File: src/verilog/epg_pkg.sv
package epg_pkg;

	// ************************************************************
	// widths
	// ************************************************************
	localparam int PWR_W = 16;
	localparam int ACC_W = 48;
	localparam int TMR_W = 32;

	// ************************************************************
	// timing, clock is 250 MHz
	// ************************************************************
	localparam int CLK_PERIOD_NS = 4;
	localparam int NS_PER_MS     = 1000000;
	localparam int CTR_PULSE_MS  = 275;
	localparam int CF_PULSE_MS   = 90;
	localparam int CTR_SHORT_MS  = 550;
	localparam int CF_SHORT_MS   = 180;
	localparam int CTR_PULSE_CYC = CTR_PULSE_MS * (NS_PER_MS / CLK_PERIOD_NS);
	localparam int CF_PULSE_CYC  = CF_PULSE_MS * (NS_PER_MS / CLK_PERIOD_NS);

	// ************************************************************
	// digital-to-frequency scaling
	// ************************************************************
	// full-scale power gives 0.4 x base frequency on the counter outputs;
	// quantum = full_scale * 2^(21-sel) / 0.4 = full_scale * 5 * 2^(20-sel)
	localparam int PWR_FS        = (2 ** PWR_W) - 1;
	localparam int QUANT_MANT    = PWR_FS * 5;
	localparam int BASE_DIV_EXP  = 20;
	localparam int CF_EXP_SCF_HI = 7;
	localparam int CF_EXP_SCF_LO = 6;

	// creep threshold: 0.0014 % of full scale, i.e. 14 per million
	localparam int NOLOAD_PPM    = 14;
	localparam int PPM_DIV       = 1000000;
	localparam int NOLOAD_MIN    = (PWR_FS * NOLOAD_PPM + PPM_DIV - 1) / PPM_DIV;

	// ************************************************************
	// reset values of the outputs
	// ************************************************************
	localparam logic CTR_IDLE = 1'b1;
	localparam logic CF_IDLE  = 1'b0;

	// ************************************************************
	// state of the pulse generator
	// ************************************************************
	typedef struct packed {
		logic             mclk_d;
		logic [ACC_W-1:0] acc_ctr;
		logic [ACC_W-1:0] acc_cf;
		logic [TMR_W-1:0] ctr_tmr;
		logic [TMR_W-1:0] ctr_per;
		logic [TMR_W-1:0] cf_tmr;
		logic [TMR_W-1:0] cf_per;
		logic             next_b;
		logic             pulse_a_n;
		logic             pulse_b_n;
		logic             calib;
	} epg_state_t;

endpackage

File: src/verilog/epg_pulse_gen.sv
`timescale 1ns/1ps
module epg_pulse_gen #(
	parameter logic [epg_pkg::TMR_W-1:0] CTR_W_CYC =
		epg_pkg::TMR_W'(epg_pkg::CTR_PULSE_CYC),
	parameter logic [epg_pkg::TMR_W-1:0] CF_W_CYC =
		epg_pkg::TMR_W'(epg_pkg::CF_PULSE_CYC)
) (
	input  wire logic                      i_clk,
	input  wire logic                      i_nrst,
	input  wire logic                      i_master_clock_in,
	input  wire logic [epg_pkg::PWR_W-1:0] i_power,
	input  wire logic                      i_base_freq_sel_lo,
	input  wire logic                      i_base_freq_sel_hi,
	input  wire logic                      i_calib_scale_sel,
	output logic                           o_counter_pulse_a_n,
	output logic                           o_counter_pulse_b_n,
	output logic                           o_calib_pulse_out
);

	// ************************************************************
	// helpers
	// ************************************************************
	// quantum of one counter-drive pulse for the selected base frequency
	function automatic logic [epg_pkg::ACC_W-1:0] epg_ctr_quantum(
		input logic [1:0] sel
	);
		logic [5:0] sh;
		sh = 6'(epg_pkg::BASE_DIV_EXP) - {4'h0, sel};
		return epg_pkg::ACC_W'(epg_pkg::QUANT_MANT) << sh;
	endfunction

	// quantum of one calibration pulse, counter quantum / multiplier
	function automatic logic [epg_pkg::ACC_W-1:0] epg_cf_quantum(
		input logic [1:0] sel,
		input logic       calib_scale_sel
	);
		logic [5:0] sh;
		sh = calib_scale_sel ? 6'(epg_pkg::CF_EXP_SCF_HI) : 6'(epg_pkg::CF_EXP_SCF_LO);
		sh = sh - {4'h0, sel};
		return epg_ctr_quantum(sel) >> sh;
	endfunction

	// pulse width: full width, or the half period when that is shorter
	function automatic logic [epg_pkg::TMR_W-1:0] epg_width(
		input logic [epg_pkg::TMR_W-1:0] half_per,
		input logic [epg_pkg::TMR_W-1:0] max_w
	);
		logic [epg_pkg::TMR_W-1:0] w;
		w = (half_per < max_w) ? half_per : max_w;
		if (w == '0) begin
			w = epg_pkg::TMR_W'(1);
		end
		return w;
	endfunction

	// ************************************************************
	// combinational next state
	// ************************************************************
	epg_pkg::epg_state_t st_ff;
	epg_pkg::epg_state_t nxt_st;

	logic [1:0]                sel;
	logic                      tick;
	logic                      loaded;
	logic [epg_pkg::ACC_W-1:0] pwr_ext;
	logic [epg_pkg::ACC_W-1:0] sum_ctr;
	logic [epg_pkg::ACC_W-1:0] sum_cf;
	logic [epg_pkg::ACC_W-1:0] q_ctr;
	logic [epg_pkg::ACC_W-1:0] q_cf;

	assign sel     = {i_base_freq_sel_hi, i_base_freq_sel_lo};
	// one accumulation per master clock rising edge
	assign tick    = i_master_clock_in & ~st_ff.mclk_d;
	assign loaded  = i_power >= epg_pkg::PWR_W'(epg_pkg::NOLOAD_MIN);
	assign pwr_ext = {{(epg_pkg::ACC_W-epg_pkg::PWR_W){1'b0}}, i_power};
	assign sum_ctr = st_ff.acc_ctr + pwr_ext;
	assign sum_cf  = st_ff.acc_cf + pwr_ext;
	assign q_ctr   = epg_ctr_quantum(sel);
	assign q_cf    = epg_cf_quantum(sel, i_calib_scale_sel);

	always_comb begin
		nxt_st        = st_ff;
		nxt_st.mclk_d = i_master_clock_in;

		// period counters saturate so a pulse after a long gap gets full width; reset clears them
		if (st_ff.ctr_per != '1) begin
			nxt_st.ctr_per = st_ff.ctr_per + 1'b1;
		end
		if (st_ff.cf_per != '1) begin
			nxt_st.cf_per = st_ff.cf_per + 1'b1;
		end

		// pulse timers release the outputs when they run out
		if (st_ff.ctr_tmr != '0) begin
			nxt_st.ctr_tmr = st_ff.ctr_tmr - 1'b1;
			if (st_ff.ctr_tmr == epg_pkg::TMR_W'(1)) begin
				nxt_st.pulse_a_n = epg_pkg::CTR_IDLE;
				nxt_st.pulse_b_n = epg_pkg::CTR_IDLE;
			end
		end
		if (st_ff.cf_tmr != '0) begin
			nxt_st.cf_tmr = st_ff.cf_tmr - 1'b1;
			if (st_ff.cf_tmr == epg_pkg::TMR_W'(1)) begin
				nxt_st.calib = epg_pkg::CF_IDLE;
			end
		end

		if (tick && loaded) begin
			if (sum_ctr >= q_ctr) begin
				nxt_st.acc_ctr = sum_ctr - q_ctr;
				nxt_st.pulse_a_n = st_ff.next_b;
				nxt_st.pulse_b_n = ~st_ff.next_b;
				nxt_st.next_b    = ~st_ff.next_b;
				// 275 ms, own period is two intervals
				nxt_st.ctr_tmr   = epg_width(st_ff.ctr_per, CTR_W_CYC);
				nxt_st.ctr_per   = '0;
			end else begin
				nxt_st.acc_ctr = sum_ctr;
			end
			if (sum_cf >= q_cf) begin
				nxt_st.acc_cf = sum_cf - q_cf;
				nxt_st.calib  = 1'b1;
				// 90 ms, or half the period when that is shorter
				nxt_st.cf_tmr = epg_width(st_ff.cf_per >> 1, CF_W_CYC);
				nxt_st.cf_per = '0;
			end else begin
				nxt_st.acc_cf = sum_cf;
			end
		end
	end

	// ************************************************************
	// state register
	// ************************************************************
	always_ff @(posedge i_clk or negedge i_nrst) begin
		if (!i_nrst) begin
			st_ff           <= '0;
			st_ff.pulse_a_n <= epg_pkg::CTR_IDLE;
			st_ff.pulse_b_n <= epg_pkg::CTR_IDLE;
			st_ff.calib     <= epg_pkg::CF_IDLE;
		end else begin
			st_ff <= nxt_st;
		end
	end

	assign o_counter_pulse_a_n = st_ff.pulse_a_n;
	assign o_counter_pulse_b_n = st_ff.pulse_b_n;
	assign o_calib_pulse_out   = st_ff.calib;

endmodule

File: config.mk
export PLATFORM = sky130hd
export DESIGN_NAME = epg_pulse_gen
export DESIGN_NICKNAME = d
export VERILOG_FILES = /design/src/verilog/epg_pkg.sv /design/src/verilog/epg_pulse_gen.sv
export SDC_FILE = /design/constraint.sdc
export NUM_CORES = 1
export LEC_CHECK = 0
export BUFFER_PORTS_ARGS = -buffer_cell sky130_fd_sc_hd__buf_4
export CAP_MARGIN = 15
export CORE_ASPECT_RATIO = 0.6
export CORE_MARGIN = 2
export CORE_UTILIZATION = 47
export CTS_BUF_LIST = sky130_fd_sc_hd__clkbuf_2 sky130_fd_sc_hd__clkbuf_4 sky130_fd_sc_hd__clkbuf_8
export DETAILED_ROUTE_END_ITERATION = 16
export HOLD_SLACK_MARGIN = 0.08
export MAX_ROUTING_LAYER = met4
export PLACE_DENSITY = 0.71
export SLEW_MARGIN = 10
export SYNTH_ARGS = -nofsm -noshare
export SYNTH_HDL_FRONTEND = slang
export SYNTH_SLANG_ARGS = --single-unit
File: constraint.sdc
create_clock -name i_clk -period 7.1 [get_ports i_clk]
set_input_delay 1.42 -clock i_clk [delete_from_list [all_inputs] [get_ports i_clk]]
set_output_delay 1.42 -clock i_clk [all_outputs]
set_load 0.01 [all_outputs]
---- After elaboration in Yosys (flattened, before gate mapping) ----
Cells that the tools add are included.
Widths: inputs -> output; s select.
operators by class
  equal/unequal tests ..................... 4
  multiplexer cells ....................... 20
  add/sub/neg operators ................... 10
  multiply operators ...................... 0
  $lt $le $gt $ge ......................... 5
  reductions and logical operators ........ 6
  bitwise gates (word level) .............. 3
  shift-type cells ........................ 2
  divide/modulo/power cells ............... 0
operators by type and width
  operator               count
  $mux 32                6
  $mux 132               1
  $mux 64                2
  $add 48x16->48         2
  $ge 48x48->1           2
  $mux 48                2
  $sub 48x48->48         2
  $add 32x1->32 const B  2
  $eq 32x1->1 const B    2
  $logic_not 32->1       2
  $ne 32x32->1 const B   2
  $reduce_bool 32->1     2
  $sub 32x1->32 const B  2
  $mux 31                2
  $shl 19x6->48 const A  1
  $shr 48x6->48          1
  $lt 32x27->1 const B   1
  $lt 31x25->1 const B   1
  $ge 16x1->1 const B    1
  $sub 5x2->6 const A    1
  $mux 1                 4
  $mux 2                 2
  $sub 3x2->4            1
  $mux 3                 1
  other kinds (4)        5
word-level totals
  bits in read-only memories .............. 0
  bits in writable memories ............... 0
  memories kept ........................... 0
  register bits after elaboration ......... 229
  input port bits ......................... 22
  bits in latches ......................... 0
  output and inout port bits .............. 3

---- Logic depth before layout (Yosys ltp) ----
  word-level depth ........................ 6
  depth in mapped cells ................... 26

---- Least setup slack after synthesis ----
OpenSTA, ideal clock, no wires.
  path kind ............................... in2reg
  from .................................... in i_power[0] in the netlist's numbering
  to ...................................... reg st_ff[177] in the netlist's numbering
  library setup time ...................... 0.121 ns
  stages on the path ...................... 22
  arrival ................................. 6.444 ns
  slack ................................... 0.535 ns
  path buffers ............................ 0
  data required time ...................... 6.979 ns
  cells stage by stage .................... ha_1 -> fa_1 -> a21o_1 -> a21o_1 -> a2111oi_0 -> nor4_1 -> o21bai_1 -> nand2_1 -> and3_1 -> xnor2_1 -> ha_1 -> a21o_1 -> a21oi_1 -> nor2b_1 -> a41o_1 -> a41oi_1 -> o21a_1 -> o21ai_0 -> a21oi_1 -> and4_1 -> o21ai_0 -> a22o_1
on the way
  longest elaborated chain between the ends .. 3
ends and longest elaborated chain
  element                                                line                                        text
  start, declared                                        epg_pulse_gen.sv:11                         input wire logic [epg_pkg::PWR_W-1:0] i_power,
  $add 48x16->48                                         epg_pulse_gen.sv:77                         assign sum_cf = st_ff.acc_cf + pwr_ext;
  $sub 48x48->48 / $ge 48x48->1 (equally long branches)  epg_pulse_gen.sv:121, epg_pulse_gen.sv:120
  $mux 48                                                epg_pulse_gen.sv:120                        if (sum_cf >= q_cf) begin
  end signal, assigned                                   epg_pulse_gen.sv:142                        st_ff <= nxt_st;
  end, declared                                          epg_pulse_gen.sv:59                         epg_pkg::epg_state_t st_ff;
Parallel ways exist; a longest one is shown, timed or not.
A chain may end at the register's enable or synchronous reset.

---- Worst setup path in the final report ----
  from .................................... in i_power[1] in the netlist's numbering
  to ...................................... reg st_ff[177] in the netlist's numbering
The elaborated chain is that of the path after synthesis.

==> run metrics <==
outcome completed; Max VDD drop roughly 0.19 mV; PortBufs 24; cells after synthesis 2,156; CP required 7.57 ns; CTS max path bufs 3; Final Max Slew Viols 0; crit path DAT 7.19 ns; gr ovfl total 0; total negative slack 0 ns; nets 2,309; post-detail-place hpwl ~37,000 um; CTS sink count roughly 230; Worst Hold Class reg2reg; Post-Syn Area 17,560 um2; die width 253.5 um; setup ws final 0.3741 ns; Placed Cells 2,647; Final Cycle Share 94.73%; Core Box Area 36,550 um2; Yosys reg bits around 230; Yosys top cell area share 32.35%; synth-to-layout area growth 9.868%; MaxCap Viol Count 0; static leakage 0.008367 uW; CP Class in2reg; most numerous cell in the Yosys netlist nor2_1; vias 16,210; Max stage delay cell, worst path a2111oi_0; Crit Path Max Fanout 5; GP Congestion 0.9622; ranking of synthesized cells by area dfrtp_1, xnor2_1, ha_1, xor2_1, nor2_1; unrepaired setup endpoints after global routing no; Pre-antenna DRT Iters 6; syn nets 2,281; largest net degree at the start of global routing 121; drt initial violations between 1,500 and 2,000; post_cts resized 0; post-synth top area cell dfrtp_1; post-route insts no fill 2,717; hold-fix buffers at CTS 0; average cell area after synthesis 8.145 um2; # diodes 0; wire length per cell 18.31 um; TritonCTS Buffers 39; IO Count 25; full die area 38,980 um2; EDFF count, synth 0; clk_lat worst skew around 0.58 ns; first-pass GRT wire length 80,710 um; crit-path max cell delay 0.60 ns; Final Util 52.78%; Unique masters post-synth slightly below 90; Setup Buffers After CTS 0; ys flop type dfrtp_1; vias per inst 5.967; pwr dens 358.1 nW/um2; share of cells above drive strength 1 under 10%; Fin. Hold Viols 0; Max Fclk 148.7 MHz; Post-synth top cells nor2_1, dfrtp_1, nand2_1; final wirelength 49,750 um; CTS clk-pin slew, worst paths about 0.06 ns; total track usage 26.42%; row cnt 54; measured slew at the worst slew-check pin 1.057 ns; vias in the first global route 15,060; Fin Clk Skew approximately 0.023 ns; fillcell total 3,384; Max-slew headroom 29.39%; antenna viol nets, final 0; Die Span Y 153.7 um; Power Total 6908 uW; CTS H-tree depth 2; CTS tree built; sequential area share after synthesis 32.65%; remaining routing DRC violations 0; initial antenna violation count 1; post-route minimum period 6.726 ns; initial core utilization about half; CTS root buffer clkbuf_8; startpoint type of the worst setup path input port; FFs w/ async S/R, synth 100.0%; synth warn 0; critical path endpoint category register; setup violators final 0; pre-CTS setup slack -0.05371 ns
## stage by stage
stage,hold slack (ns),area (um2)
finish,0.4864,19290
global route,0.5128,19290
CTS,0.4889,19290
detailed placement,0.4748,18480
global placement,0.4590,18480
floorplan,0.4451,17560
## placed cells by master, fill, tap and decap left out, types with 12 or more instances in the layout
cell | synthesis | routed
o21ai_0 | 152 | 152
clkbuf_8 | 0 | 47
nor2b_1 | 17 | 17
xnor2_1 | 148 | 148
nand3_1 | 109 | 109
and3_1 | 36 | 35
and2_1 | 12 | 12
o21a_1 | 23 | 23
a21o_1 | 46 | 46
nor3_1 | 70 | 70
inv_1 | 62 | 62
a31oi_1 | 19 | 19
nand4_1 | 37 | 37
or3_1 | 14 | 14
xor2_1 | 104 | 104
nand2b_1 | 14 | 14
o211ai_1 | 12 | 12
ha_1 | 101 | 101
nor2_1 | 235 | 233
or4_1 | 13 | 13
nand2_1 | 218 | 218
a21oi_1 | 159 | 159
dfrtp_1 | 227 | 227
nor4_1 | 49 | 49
clkbuf_4 | 0 | 14
buf_4 | 1 | 73
mux2i_1 | 12 | 12
## cell families (layout without fill, tap and decap cells)
family,Yosys count,in the layout,synth area share (%)
buffers and inverters,155,212,3.648
XOR/XNOR,253,253,12.70
adder cells (fa/ha/maj),103,103,7.424
AND/OR/NAND/NOR,877,877,24.36
AO/OA/AOI/OAI,526,526,18.48
multiplexers,13,13,0.7482
flip-flops,229,229,32.65
## routing by layer
| layer | global-route usage [%] | vias to the layer above | routed length (um) |
|---|---|---|---|
| met5 | - | - | 0 |
| met4 | 5.410 | 0 | 700 |
| met3 | 6.111 | 55 | 4791 |
| met2 | 33.66 | 636 | 19180 |
| met1 | 41.38 | 7737 | 25080 |
| li1 | - | 7784 | - |
## worst max-delay path, delay by kind of cell
family,cells,cell delay [ns]
AOI/OAI and AO/OA,16,4.04
and+or+nand+nor,5,0.76
adders and majority gates,2,0.63
xor gates and xnor gates,1,0.20
buffers and inverters,1,0.14
## flip-flops by register name, indices dropped and copies added, names as in the netlist
signal               cells
o_calib_pulse_out        1
st_ff                  226
o_counter_pulse_a_n      1
o_counter_pulse_b_n      1
## layout make-up
cell class	count	area (um2)	share of cell area [%]
Multi-Input combinational cell	1772	11200	58.05
Sequential cell	229	5733	29.71
Clock buffer	61	752.0	3.898
Timing Repair Buffer	80	683.2	3.541
Tap cell	504	630.6	3.268
Inverter	62	232.7	1.206
Clock inverter	9	62.56	0.3243
## power breakdown
part           switching (uW)  internal [uW]  leakage, uW
sequential                393           1650      0.00292
combinational            2050           1560      0.00501
clock                     582            679     0.000437
total                    3030           3880      0.00837
## worst paths after layout
| kind | start | slack, ns | depth (start not counted) | to |
|---|---|---|---|---|
| max in group asynchronous | i_nrst | 4.99 | 2 | st_ff[124] |
| setup / recovery | i_power[1] | 0.37 | 25 | st_ff[177] |
| hold reg to reg | st_ff[184] | 0.49 | 1 | st_ff[184] |
| hold / removal | st_ff[184] | 0.49 | 1 | st_ff[184] |
| min in group asynchronous | i_nrst | 0.87 | 1 | st_ff[10] |
| setup reg to reg | st_ff[133] | 0.97 | 24 | st_ff[177] |
Power figures use the tool's default switching activity.
